### config.mk
export PLATFORM = sky130hd
export DESIGN_NAME = twu_top
export DESIGN_NICKNAME = d
export VERILOG_FILES = /design/src/inc/twu_pkg.sv /design/src/hdl/twu_top.sv
export SDC_FILE = /design/constraint.sdc
export NUM_CORES = 1
export LEC_CHECK = 0
export BUFFER_PORTS_ARGS = -buffer_cell sky130_fd_sc_hd__buf_2
export CORE_MARGIN = 10
export CORE_UTILIZATION = 35
export CTS_CLUSTER_DIAMETER = 30
export DETAILED_ROUTE_END_ITERATION = 8
export GPL_ROUTABILITY_DRIVEN = 0
export PLACE_DENSITY_LB_ADDON = 0.3
export SLEW_MARGIN = 25
export SYNTH_ARGS = -nofsm -noshare
export SYNTH_HDL_FRONTEND = slang
export SYNTH_SLANG_ARGS = --single-unit
### constraint.sdc
create_clock -name SYS_CLK -period 2.4 [get_ports SYS_CLK]
set_input_delay 0.12 -clock SYS_CLK [delete_from_list [all_inputs] [get_ports SYS_CLK]]
set_output_delay 0.12 -clock SYS_CLK [all_outputs]
set_load 0.05 [all_outputs]
### src/inc/twu_pkg.sv
// Constants for the timer and watchdog unit
package twu_pkg;
  // Register indices; byte address is four times the index
  localparam logic [11:0] IDX_NMI_EN = 12'hA43;
  localparam logic [11:0] IDX_DIV_LO = 12'hA80;
  localparam logic [11:0] IDX_DIV_HI = 12'hA81;
  localparam logic [11:0] IDX_TCTRL = 12'hA84;
  localparam logic [11:0] IDX_WPER_LO = 12'hA86;
  localparam logic [11:0] IDX_WPER_HI = 12'hA87;
  localparam logic [11:0] IDX_T0PER_LO = 12'hA88;
  localparam logic [11:0] IDX_T0PER_HI = 12'hA89;
  localparam logic [11:0] IDX_T1PER = 12'hA8A;
  localparam logic [11:0] IDX_WCLR_LO = 12'hA8C;
  localparam logic [11:0] IDX_WCLR_HI = 12'hA8D;
  localparam logic [11:0] IDX_IRQ_STAT = 12'hA90;
  localparam logic [11:0] IDX_IRQ_MASK = 12'hA91;

  // Reset values
  localparam logic [7:0] RST_NMI_EN = 8'h80;
  localparam logic [11:0] RST_DIV = 12'h024;
  localparam logic [7:0] RST_TCTRL = 8'h00;
  localparam logic [15:0] RST_WPER = 16'h0000;
  localparam logic [11:0] RST_T0PER = 12'h3E8;
  localparam logic [7:0] RST_T1PER = 8'h00;
  localparam logic [3:0] RST_IRQ_MASK = 4'h0;

  // Field positions
  localparam int B_T0_EN = 0;
  localparam int B_T1_EN = 1;
  localparam int B_WDT_EN = 2;
  localparam int B_WDT_ACT = 3;
  localparam int B_NMI_EN = 7;
  localparam int B_ST_WDT = 1;
  localparam int B_ST_T0 = 2;
  localparam int B_ST_T1 = 3;

  // Watchdog restart key
  localparam logic [15:0] WDT_KEY = 16'h2371;

  // AXI responses
  localparam logic [1:0] RESP_OKAY = 2'h0;
  localparam logic [1:0] RESP_SLVERR = 2'h2;
endpackage

### src/hdl/twu_top.sv
// Timer tick divider, two period timers and watchdog with AXI4-Lite registers
//
// Register access over AXI4-Lite is this design's own decision.
`timescale 1ns/1ps
// How it works
// - Tick divides clock by field plus one
// - One tick drives both timers and watchdog
// - Watchdog counts only when enabled, reset off
// - Watchdog counts to period minus two, then acts on the next tick
// - First timeout P-2..P-1 ticks, later P-1
// - Key 2371h written to clear restarts watchdog
// - Action bit picks interrupt or system reset
// - Timer 0 counts only when enabled
// - Timer 0 expiry sets status bit 2
// - Timer 1 8-bit period sets status bit 3
// - NMI on timer 0 expiry when enabled
module twu_top import twu_pkg::*; #(
  parameter int ADDR_W = 16
) (
  input wire logic SYS_CLK,
  input wire logic NRST,
  input wire logic [ADDR_W-1:0] S_AXI_AWADDR,
  input wire logic S_AXI_AWVALID,
  output logic S_AXI_AWREADY,
  input wire logic [31:0] S_AXI_WDATA,
  input wire logic [3:0] S_AXI_WSTRB,
  input wire logic S_AXI_WVALID,
  output logic S_AXI_WREADY,
  output logic [1:0] S_AXI_BRESP,
  output logic S_AXI_BVALID,
  input wire logic S_AXI_BREADY,
  input wire logic [ADDR_W-1:0] S_AXI_ARADDR,
  input wire logic S_AXI_ARVALID,
  output logic S_AXI_ARREADY,
  output logic [31:0] S_AXI_RDATA,
  output logic [1:0] S_AXI_RRESP,
  output logic S_AXI_RVALID,
  input wire logic S_AXI_RREADY,
  output logic IRQ,
  output logic NMI,
  output logic WATCHDOG_IRQ_LINE,
  output logic SYS_RESET_OUT
);

  // Bus slave state
  logic aw_full_q, w_full_q;
  logic [ADDR_W-1:0] awaddr_q;
  logic [31:0] wdata_q;
  logic [3:0] wstrb_q;
  logic bvalid_q, rvalid_q;
  logic [1:0] bresp_q, rresp_q;
  logic [31:0] rdata_q;

  // Register state
  logic [7:0] nmi_en_q, tctrl_q, t1per_q, wclr_lo_q;
  logic [11:0] div_q, t0per_q;
  logic [15:0] wper_q;
  logic [3:0] stat_q, mask_q;
  logic [3:0] stat_d;

  // Counters
  logic [11:0] div_cnt_q, t0_cnt_q;
  logic [7:0] t1_cnt_q;
  logic [15:0] wdt_cnt_q;
  logic irq_q, nmi_q, wdt_line_q, sysrst_q;

  // Write path decode
  wire do_wr = aw_full_q && w_full_q && !bvalid_q;
  wire [ADDR_W-3:0] wr_idx = awaddr_q[ADDR_W-1:2];
  wire wr_lane0 = do_wr && wstrb_q[0];
  wire [7:0] wbyte = wdata_q[7:0];
  wire sel_nmi = wr_idx == (ADDR_W-2)'(IDX_NMI_EN);
  wire sel_dlo = wr_idx == (ADDR_W-2)'(IDX_DIV_LO);
  wire sel_dhi = wr_idx == (ADDR_W-2)'(IDX_DIV_HI);
  wire sel_tc = wr_idx == (ADDR_W-2)'(IDX_TCTRL);
  wire sel_wlo = wr_idx == (ADDR_W-2)'(IDX_WPER_LO);
  wire sel_whi = wr_idx == (ADDR_W-2)'(IDX_WPER_HI);
  wire sel_t0lo = wr_idx == (ADDR_W-2)'(IDX_T0PER_LO);
  wire sel_t0hi = wr_idx == (ADDR_W-2)'(IDX_T0PER_HI);
  wire sel_t1 = wr_idx == (ADDR_W-2)'(IDX_T1PER);
  wire sel_clo = wr_idx == (ADDR_W-2)'(IDX_WCLR_LO);
  wire sel_chi = wr_idx == (ADDR_W-2)'(IDX_WCLR_HI);
  wire sel_st = wr_idx == (ADDR_W-2)'(IDX_IRQ_STAT);
  wire sel_mk = wr_idx == (ADDR_W-2)'(IDX_IRQ_MASK);
  wire wr_hit = sel_nmi | sel_dlo | sel_dhi | sel_tc | sel_wlo | sel_whi | sel_t0lo | sel_t0hi
    | sel_t1 | sel_clo | sel_chi | sel_st | sel_mk;

  // Key check: either clear byte completes the key against the other stored byte
  logic [7:0] wclr_hi_byte_q;
  wire clr_lo_wr = wr_lane0 && sel_clo;
  wire clr_hi_wr = wr_lane0 && sel_chi;
  wire key_hit = (clr_hi_wr && {wbyte, wclr_lo_q} == WDT_KEY)
    || (clr_lo_wr && {wclr_hi_byte_q, wbyte} == WDT_KEY);

  // Read path decode
  wire [ADDR_W-3:0] rd_idx = S_AXI_ARADDR[ADDR_W-1:2];
  wire do_rd = S_AXI_ARVALID && !rvalid_q;
  wire [31:0] rd_word =
    (rd_idx == (ADDR_W-2)'(IDX_NMI_EN)) ? {24'h000000, nmi_en_q} :
    (rd_idx == (ADDR_W-2)'(IDX_DIV_LO)) ? {24'h000000, div_q[7:0]} :
    (rd_idx == (ADDR_W-2)'(IDX_DIV_HI)) ? {28'h0000000, div_q[11:8]} :
    (rd_idx == (ADDR_W-2)'(IDX_TCTRL)) ? {24'h000000, tctrl_q} :
    (rd_idx == (ADDR_W-2)'(IDX_WPER_LO)) ? {24'h000000, wper_q[7:0]} :
    (rd_idx == (ADDR_W-2)'(IDX_WPER_HI)) ? {24'h000000, wper_q[15:8]} :
    (rd_idx == (ADDR_W-2)'(IDX_T0PER_LO)) ? {24'h000000, t0per_q[7:0]} :
    (rd_idx == (ADDR_W-2)'(IDX_T0PER_HI)) ? {28'h0000000, t0per_q[11:8]} :
    (rd_idx == (ADDR_W-2)'(IDX_T1PER)) ? {24'h000000, t1per_q} :
    (rd_idx == (ADDR_W-2)'(IDX_IRQ_STAT)) ? {28'h0000000, stat_q} :
    (rd_idx == (ADDR_W-2)'(IDX_IRQ_MASK)) ? {28'h0000000, mask_q} : 32'h00000000;
  // Clear registers are write-only and read as zero
  wire rd_hit = (rd_idx == (ADDR_W-2)'(IDX_NMI_EN)) || (rd_idx == (ADDR_W-2)'(IDX_DIV_LO))
    || (rd_idx == (ADDR_W-2)'(IDX_DIV_HI)) || (rd_idx == (ADDR_W-2)'(IDX_TCTRL))
    || (rd_idx == (ADDR_W-2)'(IDX_WPER_LO)) || (rd_idx == (ADDR_W-2)'(IDX_WPER_HI))
    || (rd_idx == (ADDR_W-2)'(IDX_T0PER_LO)) || (rd_idx == (ADDR_W-2)'(IDX_T0PER_HI))
    || (rd_idx == (ADDR_W-2)'(IDX_T1PER)) || (rd_idx == (ADDR_W-2)'(IDX_WCLR_LO))
    || (rd_idx == (ADDR_W-2)'(IDX_WCLR_HI)) || (rd_idx == (ADDR_W-2)'(IDX_IRQ_STAT))
    || (rd_idx == (ADDR_W-2)'(IDX_IRQ_MASK));

  // Tick and expiry terms
  wire tick = div_cnt_q == div_q;
  wire t0_en = tctrl_q[B_T0_EN];
  wire t1_en = tctrl_q[B_T1_EN];
  wire wdt_en = tctrl_q[B_WDT_EN];
  wire wdt_act = tctrl_q[B_WDT_ACT];
  // Terminal at P-2 counts P-1 ticks from 0; zero period wraps to the long wait
  wire [15:0] wdt_term = wper_q - 16'h0002;
  wire [11:0] t0_term = t0per_q - 12'h002;
  wire [7:0] t1_term = t1per_q - 8'h02;
  wire wdt_exp = wdt_en && tick && wdt_cnt_q == wdt_term;
  wire t0_exp = t0_en && tick && t0_cnt_q == t0_term;
  wire t1_exp = t1_en && tick && t1_cnt_q == t1_term;
  wire [3:0] stat_set = {t1_exp, t0_exp, wdt_exp && !wdt_act, 1'b0};
  wire [3:0] stat_clr = (wr_lane0 && sel_st) ? wbyte[3:0] : 4'h0;

  // Set wins over a write-one clear in the same cycle
  always_comb begin
    stat_d = (stat_q & ~stat_clr) | stat_set;
  end

  // AXI write channel
  always_ff @(posedge SYS_CLK) begin
    if (!NRST) begin
      aw_full_q <= 1'b0;
      w_full_q <= 1'b0;
      awaddr_q <= '0;
      wdata_q <= 32'h00000000;
      wstrb_q <= 4'h0;
      bvalid_q <= 1'b0;
      bresp_q <= RESP_OKAY;
    end else begin
      if (S_AXI_AWVALID && !aw_full_q) begin
        aw_full_q <= 1'b1;
        awaddr_q <= S_AXI_AWADDR;
      end
      if (S_AXI_WVALID && !w_full_q) begin
        w_full_q <= 1'b1;
        wdata_q <= S_AXI_WDATA;
        wstrb_q <= S_AXI_WSTRB;
      end
      if (do_wr) begin
        aw_full_q <= 1'b0;
        w_full_q <= 1'b0;
        bvalid_q <= 1'b1;
        bresp_q <= wr_hit ? RESP_OKAY : RESP_SLVERR;
      end else if (bvalid_q && S_AXI_BREADY) begin
        bvalid_q <= 1'b0;
      end
    end
  end

  // AXI read channel
  always_ff @(posedge SYS_CLK) begin
    if (!NRST) begin
      rvalid_q <= 1'b0;
      rdata_q <= 32'h00000000;
      rresp_q <= RESP_OKAY;
    end else if (do_rd) begin
      rvalid_q <= 1'b1;
      rdata_q <= rd_word;
      rresp_q <= rd_hit ? RESP_OKAY : RESP_SLVERR;
    end else if (rvalid_q && S_AXI_RREADY) begin
      rvalid_q <= 1'b0;
    end
  end

  // Configuration registers, only byte lane 0 is meaningful
  always_ff @(posedge SYS_CLK) begin
    if (!NRST) begin
      nmi_en_q <= RST_NMI_EN;
      div_q <= RST_DIV;
      tctrl_q <= RST_TCTRL;
      wper_q <= RST_WPER;
      t0per_q <= RST_T0PER;
      t1per_q <= RST_T1PER;
      wclr_lo_q <= 8'h00;
      wclr_hi_byte_q <= 8'h00;
      mask_q <= RST_IRQ_MASK;
      stat_q <= 4'h0;
    end else begin
      stat_q <= stat_d;
      if (wr_lane0) begin
        if (sel_nmi) nmi_en_q <= {wbyte[7], 7'h00};
        if (sel_dlo) div_q[7:0] <= wbyte;
        if (sel_dhi) div_q[11:8] <= wbyte[3:0];
        if (sel_tc) tctrl_q <= {4'h0, wbyte[3:0]};
        if (sel_wlo) wper_q[7:0] <= wbyte;
        if (sel_whi) wper_q[15:8] <= wbyte;
        if (sel_t0lo) t0per_q[7:0] <= wbyte;
        if (sel_t0hi) t0per_q[11:8] <= wbyte[3:0];
        if (sel_t1) t1per_q <= wbyte;
        if (sel_clo) wclr_lo_q <= wbyte;
        if (sel_chi) wclr_hi_byte_q <= wbyte;
        if (sel_mk) mask_q <= wbyte[3:0];
      end
    end
  end

  // Tick divider, ratio is field plus one
  always_ff @(posedge SYS_CLK) begin
    if (!NRST) begin
      div_cnt_q <= 12'h000;
    end else if (tick || div_cnt_q > div_q) begin
      div_cnt_q <= 12'h000;
    end else begin
      div_cnt_q <= div_cnt_q + 12'h001;
    end
  end

  // Timers hold at zero while disabled, so the first interval loses the partial tick
  always_ff @(posedge SYS_CLK) begin
    if (!NRST) begin
      t0_cnt_q <= 12'h000;
      t1_cnt_q <= 8'h00;
    end else begin
      if (!t0_en) t0_cnt_q <= 12'h000;
      else if (t0_exp) t0_cnt_q <= 12'h000;
      else if (tick) t0_cnt_q <= t0_cnt_q + 12'h001;
      if (!t1_en) t1_cnt_q <= 8'h00;
      else if (t1_exp) t1_cnt_q <= 8'h00;
      else if (tick) t1_cnt_q <= t1_cnt_q + 8'h01;
    end
  end

  // Watchdog counter
  always_ff @(posedge SYS_CLK) begin
    if (!NRST) begin
      wdt_cnt_q <= 16'h0000;
    end else if (!wdt_en) begin
      wdt_cnt_q <= 16'h0000;
    end else if (key_hit || wdt_exp) begin
      wdt_cnt_q <= 16'h0000;
    end else if (tick) begin
      wdt_cnt_q <= wdt_cnt_q + 16'h0001;
    end
  end

  // Output flops
  always_ff @(posedge SYS_CLK) begin
    if (!NRST) begin
      irq_q <= 1'b0;
      nmi_q <= 1'b0;
      wdt_line_q <= 1'b0;
      sysrst_q <= 1'b0;
    end else begin
      irq_q <= |(stat_d & mask_q);
      nmi_q <= t0_exp && nmi_en_q[B_NMI_EN];
      wdt_line_q <= stat_d[B_ST_WDT];
      sysrst_q <= wdt_exp && wdt_act;
    end
  end

  assign S_AXI_AWREADY = !aw_full_q;
  assign S_AXI_WREADY = !w_full_q;
  assign S_AXI_BVALID = bvalid_q;
  assign S_AXI_BRESP = bresp_q;
  assign S_AXI_ARREADY = !rvalid_q;
  assign S_AXI_RVALID = rvalid_q;
  assign S_AXI_RDATA = rdata_q;
  assign S_AXI_RRESP = rresp_q;
  assign IRQ = irq_q;
  assign NMI = nmi_q;
  assign WATCHDOG_IRQ_LINE = wdt_line_q;
  assign SYS_RESET_OUT = sysrst_q;
endmodule // twu_top

# [After elaboration in Yosys (flattened, before gate mapping)]
# Cells that the tools add are included.
[op_classes] n_bitwise=20 mux=18 n_eq_ne=32 reduce_logical=62 order_cmp=1 addsub=7
[op_table] op="$eq 14x12->1 const B" count=26
[op_table] op="$mux 8" count=9
[op_table] op="$eq 16x14->1 const B" count=2
[op_table] op="$add 12x1->12 const B" count=2
[op_table] op="$eq 12x12->1" count=2
[op_table] op="$reduce_and 2->1" count=12
[op_table] op="$logic_and 1x1->1" count=22
[op_table] op="$add 16x1->16 const B" count=1
[op_table] op="$eq 16x16->1" count=1
[op_table] op="$sub 16x2->16 const B" count=1
[op_table] op="$logic_or 1x1->1" count=15
[op_table] op="$gt 12x12->1" count=1
[op_table] op="$mux 4" count=3
[op_table] op="$or 1x1->1" count=12
[op_table] op="$sub 12x2->12 const B" count=1
[op_table] op="$reduce_or 3->1" count=3
[op_table] op="$add 8x1->8 const B" count=1
[op_table] op="$and 4x4->4" count=2
[op_table] op="$eq 8x8->1" count=1
[op_table] op="$sub 8x2->8 const B" count=1
[op_table] op="$logic_not 1->1" count=5
[op_table] op="$mux 1" count=4
[op_table] op="$mux 2" count=2
[op_table] op="$not 1->1" count=4
[op_table] op="5 further kinds" count=7
[totals] wordCells=171 input_bits=75 ff_bits=194

# [Depth between registers and ports, before layout]
# Gate-level depths: netlist of the first run.
[logic_depth] word_depth=14 mapped_depth=13 depth_no_buf=9

# [Worst setup path before layout of the first run]
# No wires, ideal clock.
[synth_timing] kind="reg-to-reg" from="register div_q[9]" to="register wdt_cnt_q[5]" stages_incl_launch_ff=13 arrival_ns=2.476 setup_time_ns=0.119 synth_period_minus_slack_ns=2.595 t_required_ns=2.281 slack_ns=-0.195 cell_sequence="dfxtp_1 > inv_1 > ha_1 > and4_1 > and4_1 > clkbuf_1 > o211a_1 > o221ai_1 > a2111oi_1 > or3_1 > buf_6 > buf_12 > nor2_4"
[synth_via] elab_chain_cells=5
[synth_lines] item="start: declaration" line_no="twu_top.sv:56" source="logic [11:0] div_q, t0per_q;"
[synth_lines] item="start signal: assignment" line_no="twu_top.sv:204" source="if (sel_dhi) div_q[11:8] <= wbyte[3:0];"
[synth_lines] item="$eq 12x12->1 (*)" line_no="twu_top.sv:120" source="wire tick = div_cnt_q == div_q;"
[synth_lines] item="$logic_and 1x1->1 (2 in series)" line_no="twu_top.sv:129" source="wire wdt_exp = wdt_en && tick && wdt_cnt_q == wdt_term;"
[synth_lines] item="$logic_or 1x1->1" line_no="twu_top.sv:250" source="end else if (key_hit || wdt_exp) begin"
[synth_lines] item="$reduce_or 3->1 (no source line)"
[synth_lines] item="end signal: assignment" line_no="twu_top.sv:253" source="wdt_cnt_q <= wdt_cnt_q + 16'h0001;"
[synth_lines] item="end: declaration" line_no="twu_top.sv:64" source="logic [15:0] wdt_cnt_q;"
# Mark *: on every way between the ends. The rest lies on a longest branch, timed or not.
# A chain may end at the register's enable or synchronous reset.

# [Worst setup path in the final report of the first run]
[layout_timing] from="register wper_q[2]" to="register wdt_cnt_q[1]"
[layout_via] elab_chain_cells=5
[layout_lines] item="start: declaration" line_no="twu_top.sv:57" source="logic [15:0] wper_q;"
[layout_lines] item="start signal: assignment" line_no="twu_top.sv:206" source="if (sel_wlo) wper_q[7:0] <= wbyte;"
[layout_lines] item="$sub 16x2->16" line_no="twu_top.sv:126" source="wire [15:0] wdt_term = wper_q - 16'h0002;"
[layout_lines] item="$eq 16x16->1" line_no="twu_top.sv:129"
[layout_lines] item="$logic_and 1x1->1" line_no="twu_top.sv:129"
[layout_lines] item="$logic_or 1x1->1" line_no="twu_top.sv:250"
[layout_lines] item="$reduce_or 3->1 (no source line)"
# No other way between the ends.

==> results of run 1 <==
[worst paths after layout]
kind,from,endpoint,slack [ns],depth (start not counted)
worst max-delay path,wper_q[2]$_SDFFE_PN0P_,wdt_cnt_q[1]$_SDFFE_PP0P_,-0.07,8
worst min-delay path,NRST,S_AXI_RDATA[5]$_SDFFE_PN0P_,0.08,2
worst max register to register,wper_q[2]$_SDFFE_PN0P_,wdt_cnt_q[1]$_SDFFE_PP0P_,-0.07,8
worst min register to register,awaddr_q[13]$_SDFFE_PN0P_,awaddr_q[13]$_SDFFE_PN0P_,0.46,2
[cells in the final DEF (no fill, tap or decap), types with 7 or more instances in the layout]
| cell type | synthesis | final |
|---|---|---|
| xor2_1 | 37 | 34 |
| and3_1 | 17 | 17 |
| nor2_2 | 1 | 10 |
| nor4_1 | 11 | 9 |
| a221oi_1 | 7 | 7 |
| o21ai_0 | 24 | 22 |
| nand3_1 | 31 | 28 |
| dlygate4sd3_1 | 0 | 28 |
| xnor2_1 | 47 | 47 |
| a21oi_1 | 17 | 14 |
| nand4_1 | 25 | 25 |
| nor2_4 | 10 | 11 |
| buf_2 | 4 | 62 |
| mux2i_1 | 73 | 73 |
| conb_1 | 1 | 26 |
| nor2b_1 | 71 | 71 |
| nand2b_1 | 9 | 9 |
| clkbuf_16 | 0 | 17 |
| nor2_1 | 87 | 77 |
| nand2_1 | 121 | 120 |
| and4_1 | 11 | 9 |
| buf_4 | 27 | 102 |
| nor3_1 | 14 | 11 |
| a21boi_0 | 29 | 27 |
| ha_1 | 19 | 14 |
| dfxtp_1 | 165 | 159 |
| inv_1 | 35 | 31 |
[Yosys cell counts (9+ instances only)]
library cell,number
a21boi_0,29
a21oi_1,17
nor4_1,11
and3_1,17
inv_1,35
xor2_1,37
clkbuf_1,47
mux2i_1,73
xnor2_1,47
nand4_1,25
ha_1,19
nor3_1,14
dfxtp_1,165
o21ai_0,24
nor2b_1,71
and4_1,11
nand3_1,31
nor2_1,87
nand2_1,121
nor2_4,10
buf_4,27
nand2b_1,9
[metrics by stage]
step	setup slack [ns]	area, µm²	std cells	power, mW
6_report	-0.0666	11500	1567	6.05
3_3_place_gp	-0.124	10300	1501	3.35
5_1_grt	-0.119	11500	1567	6.28
3_5_place_dp	-0.149	10300	1501	3.35
2_1_floorplan	-0.0517	9230	1087	3.23
4_1_cts	0.000951	11300	1564	6.10
[worst max-delay path, cell delays in order, from the launching register on]
cell and delay [ns]:
dfxtp_2 0.32, or4_4 0.56, o31a_1 0.31, a211o_1 0.26, a31oi_4 0.19, a2111oi_4 0.07, or3_4 0.43, buf_12 0.17
a21oi_1 0.10
[sequential cells by signal, summed over array words and instances (netlist names), 12 cells and up]
name	flops
wper_q	16
t0per_q	12
wdt_cnt_q	16
div_cnt_q	12
t0_cnt_q	12
awaddr_q	14
div_q	12
[final cells by class]
class                   count  area, µm²  share of cell area, %
repair buffers            202       1540                   13.3
well taps                 330        413                   3.58
clock inverters            12        130                   1.13
multi-input cells         803       5580                   48.3
inverters                  35        131                   1.14
flip-flops and latches    165       3310                   28.7
clock buffers              20        447                   3.87
[power breakdown]
group | total (mW) | switching, mW | internal [mW]
Sequential | 2.81 | 0.0335 | 2.78
Clock | 2.72 | 1.16 | 1.56
Combinational | 0.518 | 0.345 | 0.174
[cells by family (layout without fill, tap and decap cells)]
family          after synthesis  in the layout  synth area share, %
buf+inv                     119            269                 6.42
mux                          76             76                 8.40
fa+ha+maj                    19             19                 2.61
compound gates              147            147                 11.7
xor+xnor                     84             84                 8.08
other cells                   1             26               0.0412
simple gates                451            451                 26.5
flops                       165            165                 36.3
[what timing repair did]
| action | 4_1_cts | 5_1_grt |
|---|---|---|
| setup buffers | 3 | 4 |
| pin swaps | 14 | 25 |
| cloned | 1 | 0 |
| setup endpoints to repair | 32 | 61 |
| hold buffers | 28 | 0 |
| endpoints found under the hold margin | 27 | 0 |
| resized for setup | 13 | 49 |
[layer usage]
| metal | routed length [µm] | up-vias |
|---|---|---|
| li1 | - | 3956 |
| met5 | 0 | - |
| met4 | 491 | 0 |
| met1 | 11800 | 3764 |
| met2 | 12700 | 188 |
| met3 | 1140 | 27 |
==> impl_metrics.csv, run 1 <==
group,metric,value,unit
sta,fmax,405,MHz
clock_network,cts_buffer_depth,2,
layout,antennaDiodeCount,0,
global_routing,grtUsageMet2,25.5,%
sta,maxSlewViolCount,0,
layout,fill_cells,2475,
logic_synthesis,ys_seq_area_share,36.3,%
clock_network,clock_latency,0.43,ns
sta,finalHoldViolCount,0,
routing,via_per_inst,5.06,
layout,areaGrowthSynthToFinish,26.9,%
floorplan,start_util,35.8,%
sta,period_share,103,%
sta,rsz0062_at_grt,"yes",
routing,routed_wl,26.2,mm
setup_path,critPathLaunchType,"flop",
pwr,p_leak,4.45,nW
run_status,status,"finished, violations left",
sta,max_slew_margin,43.7,%
floorplan,rows,58,
global_routing,grt_max_degree,86,
logic_synthesis,async_flop_share,0,%
sta,worst_pin_slew,0.842,ns
logic_synthesis,synth_area_leaders,"dfxtp_1 (36%), mux2i_1 (8.0%), nand2_1 (5.0%)",
global_routing,grt_remaining_overflow,0,
clock_network,htreeDepth,4,
layout,nNetsFinal,1318,
sta,setup_slack,-0.0666,ns
layout,drive_above_1_share,22.6,%
logic_synthesis,synth_seq_cells,165,
setup_path,critPathArrivalTime,2.83,ns
global_routing,grt_pass1_vias,7887,
floorplan,io_pins,120,
routing,via_count,7935,
pwr,ir_drop,0.447,mV
logic_synthesis,netlist_area,0.00910,mm²
setup_path,crit_required,2.76,ns
sta,setup_tns,-0.728,ns
sta,skew,0.0108,ns
logic_synthesis,syn_avg_cell_area,8.57,µm²
logic_synthesis,syn_inst,1062,
routing,drc,0,
placement,dp_hpwl,18.6,mm
sta,fin_crit,2.47,ns
logic_synthesis,synth_ff_type,"dfxtp_1",
setup_path,cp_max_fo,8,
clock_network,cts_sinks,165,
floorplan,fp.dieH,181,µm
clock_network,cts_root_buf,"clkbuf_16",
clock_network,cts_tree,"yes",
hold_path,hold_path_class,"in2reg",
clock_network,cts_buffers,17,
routing,drt_iter0_drc,514,
pwr,power_density,524,mW/mm²
clock_network,path_clk_slew,0.06,ns
setup_path,critPathCaptureType,"flop",
routing,drtAntennaViolNets,0,
floorplan,die-area,0.0329,mm²
placement,portBuffers,62,
logic_synthesis,synth_edf_count,0,
global_routing,grtUsageMet3,3.02,%
global_routing,busiest_layer,"met2",
global_routing,grt_pass1_wl,41.9,mm
logic_synthesis,ys_warn_count,0,
sta,setup_viol,27,
sta,timing.hold.ws,0.0801,ns
logic_synthesis,yosys.area.top_type_share,36.3,%
job,drv_cap,0,
global_routing,antenna_found_initial,0,
logic_synthesis,synth_top_area_cell,"dfxtp_1",
routing,post_drt_wl_per_cell,16.7,µm
layout,fin_util,45.5,%
routing,drtPass1Iterations,5,
setup_path,crit_type,"reg2reg",
run_status,violations,"setup timing",
logic_synthesis,synth_cell_type_count,72,
global_routing,gr-usage-met1,19.7,%
global_routing,groute.usage.overall,15.5,%
floorplan,core,0.0254,mm²
floorplan,die_w,181,µm
Power figures use the tool's default switching activity.
==> run 2, diff against run 1 <==
CELL_PAD_IN_SITES_DETAIL_PLACEMENT = 1   (was not set)
CELL_PAD_IN_SITES_GLOBAL_PLACEMENT = 2   (was not set)
CORE_UTILIZATION = 32   (was 35)
CTS_CLUSTER_DIAMETER = 50   (was 30)
GPL_TIMING_DRIVEN = 1   (was not set)
==> run 2 against run 1 <==
The flow still finishes with violations (setup timing). Via count rose by 1.9%. Cell area rose by 2.7%. Routed wire length rose by 15%.
==> impl_metrics.csv, run 2 (synthesis results as in run 1) <==
group,metric,value,unit
pwr,p_switching,1.54,mW
routing,drtPass1Iterations,4,
run_status,violations,"setup timing",
setup_path,crit_type,"reg2reg",
global_routing,grt_pass1_vias,8509,
routing,via_count,8085,
clock_network,htreeDepth,4,
pwr,ir_drop,0.492,mV
layout,final_common_cell,"dfxtp_1",
pwr,comb_power_share,9.0,%
clock_network,clock_latency,0.44,ns
layout,nNetsFinal,1338,
clock_network,cts_tree,"yes",
setup_path,critPathLaunchType,"flop",
global_routing,grt_remaining_overflow,0,
setup_path,crit_required,2.77,ns
setup_path,slowest_stage,"or4_4",
routing,drtAntennaViolNets,0,
layout,drive_above_1_share,25.0,%
global_routing,antenna_found_initial,1,
clock_network,cts_root_buf,"clkbuf_16",
setup_path,critPathArrivalTime,2.89,ns
layout,fin_util,42.4,%
setup_path,cp_num_buf_inv,1,
layout,top_regs,"wdt_cnt_q: 16 flops, wper_q: 16 flops, awaddr_q: 14 flops",
global_routing,grt_max_degree,55,
sta,maxSlewViolCount,0,
floorplan,die_w,189,µm
setup_path,cp_top_family,"compound AO/OA/AOI/OAI gates",
sta,fmax,397,MHz
placement,portBuffers,62,
pwr,p_int,4.46,mW
sta,finalHoldViolCount,0,
clock_network,path_clk_slew,0.07,ns
pwr,switching_share,25.7,%
floorplan,core,0.0279,mm²
routing,drt_iter0_drc,410,
setup_path,rrSetupSlack,-0.12,ns
clock_network,cts_buffer_depth,2,
clock_network,cts_buffers,17,
routing,routed_wl,30.1,mm
floorplan,rows,61,
floorplan,start_util,32.6,%
setup_path,crit_chain,"or4_4 -> o31a_1 -> a211o_1 -> a31oi_4 -> a2111oi_4 -> or3_4 -> buf_12 -> a21oi_2",
setup_path,cp_max_fo,8,
sta,period_share,105,%
layout,layout_common_cells,"dfxtp_1 (150), buf_4 (123), nand2_1 (121)",
floorplan,die-area,0.0356,mm²
pwr,pwr-share-seq,46.9,%
routing,drc,0,
routing,post_drt_wl_per_cell,18.4,µm
routing,via_per_inst,4.95,
hold_path,hold_path_class,"in2reg",
sta,fin_crit,2.52,ns
sta,worst_pin_slew,0.784,ns
floorplan,io_pins,120,
sta,skew,0.00963,ns
pwr,p_leak,4.56,nW
placement,preCtsSetupSlack,-0.284,ns
layout,fill_cells,3326,
sta,max_slew_margin,47.6,%
sta,setup_viol,29,
setup_path,cp_slowest_stage_delay,0.54,ns
pwr,clockPowerShare,44.1,%
run_status,status,"finished, violations left",
setup_path,critPathCaptureType,"flop",
global_routing,groute.usage.overall,16.8,%
layout,areaGrowthSynthToFinish,30.2,%
pwr,power,6.00,mW
job,drv_cap,0,
sta,rsz0062_at_grt,"yes",
placement,dp_hpwl,22.4,mm
pwr,power_density,506,mW/mm²
sta,setup_slack,-0.121,ns
global_routing,grt_pass1_wl,48.0,mm
clock_network,cts_sinks,165,
floorplan,fp.dieH,189,µm
[run 2: final cells by class]
class	instances	area [µm²]	share of cell area, %
clock inverters	7	72.6	0.612
well taps	378	473	3.99
clock buffers	22	474	4.00
flip-flops and latches	165	3320	28.0
diodes	1	2.50	0.0211
repair buffers	222	1700	14.3
multi-input cells	803	5690	48.0
inverters	35	131	1.11
[run 2: worst reg2reg max path, stage by stage, from the launching register on]
cell and delay [ns]:
dfxtp_2 0.33, or4_4 0.54, o31a_1 0.31, a211o_1 0.28
a31oi_4 0.23, a2111oi_4 0.07, or3_4 0.42, buf_12 0.17
a21oi_2 0.10
[run 2: per-stage QoR]
stage	hold WS [ns]	std cells	cell area (µm²)	setup TNS [ns]
after global routing	0.236	1632	11900	-5.27
after global placement	0.360	1571	10600	-5.45
after detailed placement	0.368	1571	10600	-7.23
after floorplan	0.236	1087	9230	-0.516
after CTS	0.209	1629	11500	-0.337
final	0.212	1633	11900	-2.06
[run 2: metal layers]
metal / share of wire [%] / up-vias / GRT usage, %
met5: 0 / - / 0
met4: 1.5 / 0 / 4.88
met3: 2.9 / 25 / 2.95
met2: 49 / 109 / 28.2
met1: 47 / 3951 / 21.6
li1: - / 4000 / -
[run 2: power by group through the flow]
stage          sequential (mW)  clock, mW  combinational [mW]
4_1_cts                   2.81       2.72               0.540
6_report                  2.81       2.65               0.542
3_5_place_dp              2.87          0               0.501
5_1_grt                   2.82       2.83               0.590
2_1_floorplan             2.90          0               0.328
3_3_place_gp              2.87          0               0.497
[run 2: final timing paths]
path,from,endpoint,depth (start not counted)
setup / recovery,wper_q[2]$_SDFFE_PN0P_,wdt_cnt_q[1]$_SDFFE_PP0P_,8
hold reg to reg,awaddr_q[11]$_SDFFE_PN0P_,awaddr_q[11]$_SDFFE_PN0P_,2
setup reg to reg,wper_q[2]$_SDFFE_PN0P_,wdt_cnt_q[1]$_SDFFE_PP0P_,8
hold / removal,S_AXI_ARADDR[8],S_AXI_RRESP[1]$_SDFFE_PN0P_,4
[run 2: timing repair]
action | 4_1_cts | 5_1_grt
cloned | 0 | 2
hold buffers | 28 | 0
gates resized for setup | 28 | 55
setup endpoints to repair | 32 | 58
hold endpoints to repair | 27 | 0
pin swaps | 8 | 17
buffers inserted | 1 | 1
